<file path="src/drc_pkg.sv">
// Package: constants and carrier types for the DRAM cycle and refresh controller
package drc_pkg;
	// ****************************************
	// Array geometry
	// ****************************************
	localparam int ADDR_W = 12;
	localparam int DATA_W = 9;
	localparam int ROW_W = 10;
	localparam int REF_W = 5;
	localparam int COL_N = 4;
	localparam int COL_LSB = 10;

	// ****************************************
	// Timing
	// ****************************************
	localparam int CLK_PERIOD_PS = 4000;
	localparam int REF_INTERVAL_NS = 60000;
	localparam int REF_INTERVAL_CYC = (REF_INTERVAL_NS * 1000) / CLK_PERIOD_PS;
	localparam int REF_WINDOW_US = 2000;
	localparam logic [REF_W-1:0] REF_CNT_RESET = 5'h00;

	// Sequencer step positions, in clock cycles from launch
	localparam logic [7:0] STEP_PRE_ON = 8'h00;
	localparam logic [7:0] STEP_PRE_OFF = 8'h1F;
	localparam logic [7:0] STEP_CE_ON = 8'h26;
	localparam logic [7:0] STEP_CAPTURE = 8'h4B;
	localparam logic [7:0] STEP_RW_ON = 8'h5C;
	localparam logic [7:0] STEP_RW_OFF = 8'h62;
	localparam logic [7:0] STEP_CE_OFF = 8'h64;
	localparam logic [7:0] STEP_RD_END = 8'h77;
	localparam logic [7:0] STEP_WR_END = 8'h91;

	typedef struct packed {
		logic [ADDR_W-1:0] addr;
		logic [DATA_W-1:0] wdata;
		logic write;
	} drc_req_t;

	typedef struct packed {
		logic [ROW_W-1:0] addr;
		logic precharge;
		logic [COL_N-1:0] cenable;
		logic read_write;
		logic [DATA_W-1:0] din;
		logic refresh_n;
	} drc_array_t;
endpackage : drc_pkg

</file>
<file path="src/drc_col_decode.sv">
// Column chip-enable decoder with refresh override
`timescale 1ns/1ps
module drc_col_decode
	import drc_pkg::*;
(
	input wire logic [1:0] col_sel,
	input wire logic refresh_n,
	input wire logic array_enable_timing,
	output logic [COL_N-1:0] col_en
);
	always_comb begin
		for (int i = 0; i < COL_N; i++) begin
			// Refresh drives every column together
			col_en[i] = array_enable_timing && (!refresh_n || (col_sel == 2'(i)));
		end
	end
endmodule : drc_col_decode

</file>
<file path="src/drc_ctrl.sv">
// Main file: cycle sequencer, refresh control and array interface
// How it works
// - Ready drops as soon as a cycle request is seen.
// - Ready returns when the cycle ends; a new request is then accepted.
// - Read cycles are shorter than write cycles.
// - All 32 refresh row addresses are cycled within every 2 ms.
// - Interval timer raises a refresh request every 60 us.
// - Refresh starts only while the normal-cycle state is idle.
// - Any cycle run with refresh state set is a refresh cycle.
// - Requests are acknowledged at once; those during refresh run right after it.
// - One launched sequence times both cycle kinds; fixed steps make strobes.
// - The end step clears the refresh state, and the normal state only after a normal cycle.
// - Five-bit refresh counter and multiplexer replace low address bits in refresh.
// - Address bits 10 and 11 pick one column enable, gated by timing.
// - Active-low refresh indication drives all column enables together.
// - Request address is latched and held for the whole cycle.
// - Read data is latched and stays available after the cycle.
// - Nine rows of chips share data in and data out per row.
// - Precharge and read/write may be decoded per column.
// - Refresh and read cycles omit the write strobe and may be shorter.
`timescale 1ns/1ps
module drc_ctrl
	import drc_pkg::*;
#(
	parameter int REF_INTERVAL = REF_INTERVAL_CYC,
	parameter bit DECODE_STROBES = 1'b0
) (
	input wire logic clk_sys,
	input wire logic resetn,
	input wire logic cycle_req,
	input wire drc_req_t req,
	output logic ready,
	output logic [DATA_W-1:0] rdata,
	output drc_array_t arr,
	output logic [COL_N-1:0] precharge_col,
	output logic [COL_N-1:0] read_write_col,
	input wire logic [DATA_W-1:0] arr_dout
);
	// ****************************************
	// State
	// ****************************************
	typedef enum {
		DRC_IDLE,
		DRC_RUN
	} drc_seq_t;

	drc_seq_t seq_q;
	logic [7:0] step_q;
	logic norm_q;
	logic ref_pend_q;
	logic [31:0] ref_age_q;
	logic [31:0] timer_q;
	logic [REF_W-1:0] ref_cnt_q;
	logic cyc_ref_q;
	logic cyc_write_q;
	logic [ADDR_W-1:0] addr_q;
	logic [DATA_W-1:0] wdata_q;
	logic [DATA_W-1:0] rdata_q;
	logic pre_q;
	logic cet_q;
	logic rw_q;
	logic launch;
	logic launch_ref;
	logic cycle_end;
	logic [COL_N-1:0] col_en;
	logic [7:0] end_step;

	function automatic logic step_is(input logic [7:0] s, input logic [7:0] pos);
		return s == pos;
	endfunction : step_is

	// ****************************************
	// Request and refresh arbitration
	// ****************************************
	// Normal state set on any request, even while a refresh runs, so the
	// request waits for the refresh to finish without being lost.
	assign ready = !norm_q && !cycle_req;
	// Refresh only launches when no normal request is waiting
	assign launch_ref = (seq_q == DRC_IDLE) && ref_pend_q && !norm_q && !cycle_req;
	assign launch = (seq_q == DRC_IDLE) && (launch_ref || norm_q);
	assign end_step = cyc_write_q ? STEP_WR_END : STEP_RD_END;
	assign cycle_end = (seq_q == DRC_RUN) && step_is(step_q, end_step);

	always_ff @(posedge clk_sys or negedge resetn) begin
		if (!resetn) begin
			norm_q <= 1'b0;
		end else if (cycle_req && !norm_q) begin
			norm_q <= 1'b1;
		end else if (cycle_end && !cyc_ref_q) begin
			norm_q <= 1'b0;
		end
	end

	// Refresh state drops with its cycle, so refresh never lingers while idle
	always_ff @(posedge clk_sys or negedge resetn) begin
		if (!resetn) begin
			cyc_ref_q <= 1'b0;
		end else if (launch_ref) begin
			cyc_ref_q <= 1'b1;
		end else if (cycle_end) begin
			cyc_ref_q <= 1'b0;
		end
	end

	// Interval timer; a tick arriving as the pending flag clears still wins
	always_ff @(posedge clk_sys or negedge resetn) begin
		if (!resetn) begin
			timer_q <= '0;
			ref_pend_q <= 1'b0;
		end else begin
			if (timer_q == 32'(REF_INTERVAL - 1)) begin
				timer_q <= '0;
				ref_pend_q <= 1'b1;
			end else begin
				timer_q <= timer_q + 32'h1;
				if (launch_ref) begin
					ref_pend_q <= 1'b0;
				end
			end
		end
	end

	always_ff @(posedge clk_sys or negedge resetn) begin
		if (!resetn) begin
			ref_cnt_q <= REF_CNT_RESET;
		end else if (cycle_end && cyc_ref_q) begin
			ref_cnt_q <= ref_cnt_q + 5'h01;
		end
	end

	// Age of the last refresh; bounds the wait behind a normal cycle
	always_ff @(posedge clk_sys or negedge resetn) begin
		if (!resetn) begin
			ref_age_q <= 32'h0;
		end else if (launch_ref) begin
			ref_age_q <= 32'h0;
		end else if (ref_age_q != 32'hFFFFFFFF) begin
			ref_age_q <= ref_age_q + 32'h1;
		end
	end

	// ****************************************
	// Sequencer
	// ****************************************
	always_ff @(posedge clk_sys or negedge resetn) begin
		if (!resetn) begin
			seq_q <= DRC_IDLE;
			step_q <= 8'h00;
		end else begin
			case (seq_q)
				DRC_IDLE: begin
					step_q <= 8'h00;
					if (launch) begin
						seq_q <= DRC_RUN;
					end
				end
				DRC_RUN: begin
					if (cycle_end) begin
						seq_q <= DRC_IDLE;
						step_q <= 8'h00;
					end else begin
						step_q <= step_q + 8'h01;
					end
				end
				default: begin
					seq_q <= DRC_IDLE;
				end
			endcase
		end
	end

	// Latch cycle kind at every launch, address and data at a normal launch only; held for the cycle
	always_ff @(posedge clk_sys or negedge resetn) begin
		if (!resetn) begin
			addr_q <= '0;
			wdata_q <= '0;
			cyc_write_q <= 1'b0;
		end else if (launch) begin
			cyc_write_q <= !launch_ref && req.write;
			if (!launch_ref) begin
				addr_q <= req.addr;
				wdata_q <= req.wdata;
			end
		end
	end

	// ****************************************
	// Array strobes
	// ****************************************
	always_ff @(posedge clk_sys or negedge resetn) begin
		if (!resetn) begin
			pre_q <= 1'b0;
			cet_q <= 1'b0;
			rw_q <= 1'b0;
		end else if (seq_q != DRC_RUN) begin
			pre_q <= launch;
			cet_q <= 1'b0;
			rw_q <= 1'b0;
		end else begin
			if (step_is(step_q, STEP_PRE_OFF)) begin
				pre_q <= 1'b0;
			end
			if (step_is(step_q, STEP_CE_ON)) begin
				cet_q <= 1'b1;
			end else if (step_is(step_q, STEP_CE_OFF)) begin
				cet_q <= 1'b0;
			end
			if (step_is(step_q, STEP_RW_ON) && cyc_write_q) begin
				rw_q <= 1'b1;
			end else if (step_is(step_q, STEP_RW_OFF)) begin
				rw_q <= 1'b0;
			end
		end
	end

	// Read data captured during enable, kept until the next read
	always_ff @(posedge clk_sys or negedge resetn) begin
		if (!resetn) begin
			rdata_q <= '0;
		end else if (seq_q == DRC_RUN && step_is(step_q, STEP_CAPTURE)) begin
			if (!cyc_ref_q && !cyc_write_q) begin
				rdata_q <= arr_dout;
			end
		end
	end
	assign rdata = rdata_q;

	drc_col_decode u_col_decode (
		.col_sel(addr_q[COL_LSB+1:COL_LSB]),
		.refresh_n(!cyc_ref_q),
		.array_enable_timing(cet_q),
		.col_en(col_en)
	);

	always_comb begin
		arr.addr = addr_q[ROW_W-1:0];
		if (cyc_ref_q) begin
			arr.addr[REF_W-1:0] = ref_cnt_q;
		end
		arr.precharge = pre_q;
		arr.cenable = col_en;
		arr.read_write = rw_q;
		arr.din = wdata_q;
		arr.refresh_n = !cyc_ref_q;
	end

	// Optional per-column strobes cut power; when off, all columns see the bus
	always_comb begin
		for (int i = 0; i < COL_N; i++) begin
			precharge_col[i] = pre_q && (!DECODE_STROBES || cyc_ref_q
				|| addr_q[COL_LSB+1:COL_LSB] == 2'(i));
			read_write_col[i] = rw_q && (!DECODE_STROBES
				|| addr_q[COL_LSB+1:COL_LSB] == 2'(i));
		end
	end
endmodule : drc_ctrl

</file>
<file path="config.mk">
export PLATFORM = sky130hd
export DESIGN_NAME = drc_ctrl
export DESIGN_NICKNAME = d
export VERILOG_FILES = /design/src/drc_pkg.sv /design/src/drc_col_decode.sv /design/src/drc_ctrl.sv
export SDC_FILE = /design/constraint.sdc
export NUM_CORES = 1
export LEC_CHECK = 0
export BUFFER_PORTS_ARGS = -buffer_cell sky130_fd_sc_hd__buf_2
export CAP_MARGIN = 10
export CORE_MARGIN = 10
export CORE_UTILIZATION = 34
export DETAILED_ROUTE_END_ITERATION = 8
export SLEW_MARGIN = 20
export SYNTH_ARGS = -nofsm -noshare
export SYNTH_HDL_FRONTEND = slang
export SYNTH_SLANG_ARGS = --single-unit
</file>
<file path="constraint.sdc">
create_clock -name clk_sys -period 3.69 [get_ports clk_sys]
set_input_delay 0.369 -clock clk_sys [delete_from_list [all_inputs] [get_ports clk_sys]]
set_output_delay 0.369 -clock clk_sys [all_outputs]
set_load 0.02 [all_outputs]
</file>
After elaboration in Yosys (flattened, before gate mapping)
Index checks and enable logic that the tools add are counted.

operators by class
  add/sub/neg operators = 3
  equality and inequality tests = 16
  multiplexer cells = 22
  bitwise logic cells = 1
  reduce and logical (&&, ||, !) cells = 40

operators by type and width
  operator                                                                 count
  32-bit 2-to-1 mux                                                        3
  32-bit zero test                                                         2
  32-bit one-hot mux with 2 select lines                                   1
  32-bit by 1-bit adder with 32-bit output, second input constant          1
  32-bit by 1-bit equality test with 1-bit output, second input constant   1
  32-bit by 14-bit equality test with 1-bit output, second input constant  1
  32-bit by 2-bit equality test with 1-bit output, second input constant   1
  8-bit by 7-bit equality test with 1-bit output, second input constant    4
  32-bit by 2-bit != test with 1-bit output, second input constant         1
  1-bit logical AND                                                        17
  8-bit 2-to-1 mux                                                         2
  8-bit one-hot mux with 2 select lines                                    1
  1-bit 2-to-1 mux                                                         14
  2-bit nonzero test                                                       5
  8-bit by 1-bit adder with 8-bit output, second input constant            1
  8-bit by 5-bit equality test with 1-bit output, second input constant    1
  8-bit by 6-bit equality test with 1-bit output, second input constant    1
  8-bit equality test                                                      1
  2-bit AND reduction                                                      3
  3-bit nonzero test                                                       2
  5-bit by 1-bit adder with 5-bit output, second input constant            1
  1-bit zero test                                                          5
  1-bit logical OR                                                         5
  5-bit 2-to-1 mux                                                         1
  5 further kinds                                                          7

storage, ports and cells
  register bits = 114
  input port bits = 34
  output and inout bits = 44
  word-level logic and storage cells = 96

Logic depth before layout (Yosys ltp)
  depth in word-level cells = 8
  gate-level depth with buffers = 5

Hierarchy
From an unflattened synthesis, not the netlist that was laid out.

second synthesis, totals
  cell total of the unflattened synthesis = 338
  area, all modules = 3907.5 µm²

by module, submodules not included
  module          instances  cells each  area an instance (µm²)  sequential area each (µm²)
  drc_ctrl        1          330         3857.4                  2077.0
  drc_col_decode  1          8           50.0                    0.0

Worst setup path before layout
OpenSTA, ideal clock, no wires.

  path type = register to register
  start point = register step_q[5]
  end point = register ref_cnt_q[1]
  library setup time = 0.125 ns
  arrival = 1.579 ns
  data required time = 3.565 ns
  slack = 1.986 ns
  cell stages (with the launch flop) = 6
  buffers on the path = 1
  cells stage by stage = dfrtp_1 -> buf_6 -> and4bb_1 -> o2111ai_2 -> nor3_1 -> mux2_2

on the way
  longest elaborated chain between the ends = 3

RTL lines
  item                      line             RTL
  start: declaration        drc_ctrl.sv:48   logic [7:0] step_q;
  start signal: assignment  drc_ctrl.sv:162  step_q <= step_q + 8'h01;
  8-bit equality test       drc_ctrl.sv:69   return s == pos;
  1-bit logical AND         drc_ctrl.sv:82   assign cycle_end = (seq_q == DRC_RUN) && step_is(step_q, end_step);
  1-bit logical AND         drc_ctrl.sv:126  end else if (cycle_end && cyc_ref_q) begin
  end signal: assignment    drc_ctrl.sv:127  ref_cnt_q <= ref_cnt_q + 5'h01;
  end: declaration          drc_ctrl.sv:53   logic [REF_W-1:0] ref_cnt_q;

No other way between the ends.
A chain may end at the register's enable or synchronous reset.

Worst setup path after layout
  start point = register step_q[0]
  end point = register rdata_q[4], in the netlist rdata[4]

on the way
  longest elaborated chain between the ends = 3

RTL lines
  item                                            line             RTL
  8-bit by 7-bit equality test with 1-bit output  drc_ctrl.sv:69
  1-bit logical AND                               drc_ctrl.sv:220  end else if (seq_q == DRC_RUN && step_is(step_q, STEP_CAPTURE)) begin
  2-bit AND reduction (no source line)            -
  end signal: assignment                          drc_ctrl.sv:222  rdata_q <= arr_dout;
  end: declaration                                drc_ctrl.sv:58   logic [DATA_W-1:0] rdata_q;

No other way between the ends.

==> flow_summary.toml <==
[outcome]
status = "finished clean"

[sta]
final_hold_viol_count = 0
whs_ns = 0.04923
rsz0062_at_grt = "no"
finalMaxSlewViolations = 0
max_freq_mhz = 521.4
final-setup-viol-count = 0
fin_tns_setup_ns = 0
setup_ws_ns = 1.772
fin_crit_ns = 1.918
worst_pin_slew_ns = 0.7708
finClkSkew_ns = 0.005853
slew_headroom_pct = 48.61
fin_crit_sh_pct = 51.98

[global_routing]
use_met2_pct = 16.15
antenna_found_initial = 0
grt_max_degree = 84
grt.total_usage_pct = 10.05
grtUsageMet1_pct = 12.32
first_global_vias = 2702
grt_util_met3_pct = 2.647
grt_pass1_wl_um = 13480
busiest_layer = "met2"
grt_overflow = 0

[critical_path]
crit_path_top_delay_cell = "dfrtp_1"
cp_top_family = "simple AND/OR/NAND/NOR gates"
cp_num_buf_inv = 0
critPathKind = "register to register"
cp-start-kind = "register"
endpoint_kind = "register"
critPathMaxFanout = 9
regToRegSetupSlack_ns = 1.77
worstRegToRegCells = 5
arrival_ns = 2.13
cp_cell_sequence = "ha_1 -> nand2_1 -> nor3_1 -> nand4b_1 -> mux2_2"
worst_path_largest_cell_delay_ns = 0.45
required_ns = 3.91
worst-path-stages = 5
reg2reg_to = "rdata[4]"
rr_startpoint = "step_q[0]"

[synth]
syn-num-nets = 385
syn_area_per_cell_um2 = 11.43
yosys_warnings = 0
synthArstFlopShare_pct = 100.0
synthesis.area_um2 = 3955
yosysSeqAreaShare_pct = 52.52
synth.ff_latch_count = 83
synthCells = 346
synth-edff-count = 0
synth.distinct_cells = 44
synth_ff_type = "dfrtp_1"

[clock_network]
postCtsSetupBuffers = 0
cts.sinks = 83
cts_max_path_buffers = 2
cts-htree-levels = 3
ctsHoldBuffers = 0
cts-root-buf = "clkbuf_16"
ctsResizeCount = 0
cts_buffers = 9
cts_tree = "yes"
clock_latency_ns = 0.33
clk_pin_slew_worst_paths_ns = 0.06

[pwr]
internal-power_w = 0.001763
leakagePower_nw = 2.145
p_total_w = 0.002515
power_frac_seq_pct = 44.5
clkPwrFrac_pct = 35.4
power_switching_share_pct = 29.90
pwr-share-comb_pct = 20.1
vdd.ir_drop.worst_uv = 307.4
switching_power_w = 0.0007519
p_per_area_nw_per_um2 = 536.9

[die]
die_h_um = 127.9
rows = 39
start_util_pct = 34.64
ios = 78
floorplan.core_area_um2 = 11420
die_w_um = 127.9
dieArea_um2 = 16350

[final_layout]
multi_input_area_um2 = 1699
drive_above_1_share_pct = 32.78
fin_nets = 452
synthToLayoutAreaGrowth_pct = 18.41
num-fill-cells = 1118
stdcell_area_um2 = 4683
seqCellArea_um2 = 2077
antenna_cells = 0

[route]
routed_wl_um = 8132
drt_iter0_drc = 217
drt_pre_antenna_iters = 4
viasPerCell = 4.848
final_antenna_net_count = 0
avgRoutedWirePerCell_um = 14.50
drcViolationCount = 0
via_count = 2720

[placement]
port_buffers = 77
hpwl_um = 5931
pre_cts_slack_ns = 1.669
routabilityCongestion = 0.7800
place_area_um2 = 4379

[run]
maxCapViolCount = 0

[worst_hold_path]
holdCritPathClass = "primary input to async pin"
[registers in the layout (all words and copies together) (netlist names), 5 cells and up]
register / cells
rdata: 9
step_q: 8
addr_q: 12
wdata_q: 9
ref_cnt_q: 5
timer_q: 32
[area by class of cell]
cell class / count / share of cell area, %
tap: 143 / 3.820
clock buffer: 11 / 5.183
multi-input combinational: 231 / 36.28
clock inverter: 5 / 1.122
timing repair buffer: 77 / 8.362
inverter: 11 / 0.8816
sequential: 83 / 44.35
[metrics by stage]
stage / std cells / util (%)
final: 561 / 41.01
after global placement: 545 / 38.35
after floorplan: 346 / -
after global routing: 561 / 41.01
after detailed placement: 545 / 38.35
after CTS: 561 / 40.94
[cells in the mapped netlist, types with 3 or more instances]
library cell / count / share of area, %
mux2_2: 36 / 10
nand2_1: 17 / 1.6
a21oi_1: 9 / 1.1
inv_1: 11 / 1.0
nand4_1: 16 / 2.5
nor4_1: 11 / 1.7
dfrtp_1: 83 / 53
buf_4: 15 / 2.8
nand2b_1: 4 / 0.63
clkbuf_1: 3 / 0.28
nor3b_1: 3 / 0.57
nand3_1: 21 / 2.7
nor3_1: 5 / 0.63
ha_1: 5 / 1.6
nor2b_1: 5 / 0.79
xnor2_1: 27 / 6.0
nor2_1: 29 / 2.8
xor2_1: 12 / 2.7
and2_1: 3 / 0.47
[worst max path at each step]
stage / end / startpoint
floorplan: ref_cnt_q[1] / step_q[5]
global placement: wdata_q[5] / seq_q[0]
detailed placement: addr_q[5] / seq_q[0]
CTS: addr_q[5] / seq_q[0]
global route: timer_q[28] / timer_q[0]
finish: rdata[4] / step_q[0]
[cells in the final DEF (no fill, tap or decap), types with 2 or more instances in the layout]
cell	n
nand2_1	17
ha_1	5
and3_1	2
a31oi_1	2
a21oi_1	9
dfrtp_1	83
o21ai_0	2
mux2_2	36
nor3_1	5
nand3_1	21
nor4_1	11
nor2b_1	4
nor2_1	29
xor2_1	12
clkbuf_16	9
nor4bb_1	2
clkinv_2	3
nor3b_1	3
inv_1	11
nand4_1	16
nand2b_1	4
xnor2_1	27
buf_2	76
nor4_4	2
and2_1	3
[power by group through the flow]
stage	clock network, W	registers (W)	logic, W
final	0.000890	0.00112	0.000506
after global routing	0.000948	0.00114	0.000561
after CTS	0.000913	0.00112	0.000517
after detailed placement	0	0.00113	0.000514
after global placement	0	0.00113	0.000510
after floorplan	0	0.00115	0.000374
[worst reg2reg max path, delay by kind of cell (launching register included)]
family / cells / cell delay [ns]
adders and majority gates: 1 / 0.27
DFF: 1 / 0.45
muxes: 1 / 0.44
and+or+nand+nor: 3 / 0.64
[metal layers]
| layer | wire length [µm] | up-vias |
|---|---|---|
| li1 | - | 1340 |
| met1 | 3653 | 1335 |
| met2 | 4045 | 37 |
| met3 | 331 | 8 |
| met4 | 101 | 0 |
| met5 | 0 | - |
[kinds of logic after synthesis]
| group | share of synthesized area, % |
|---|---|
| flip-flops | 52.51 |
| buffers and inverters | 4.714 |
| AO/OA/AOI/OAI | 3.195 |
| XOR/XNOR | 8.637 |
| multiplexers | 10.50 |
| AND/OR/NAND/NOR | 18.85 |
| adder cells (fa/ha/maj) | 1.582 |
No activity file was read; power rests on OpenSTA's default activity.
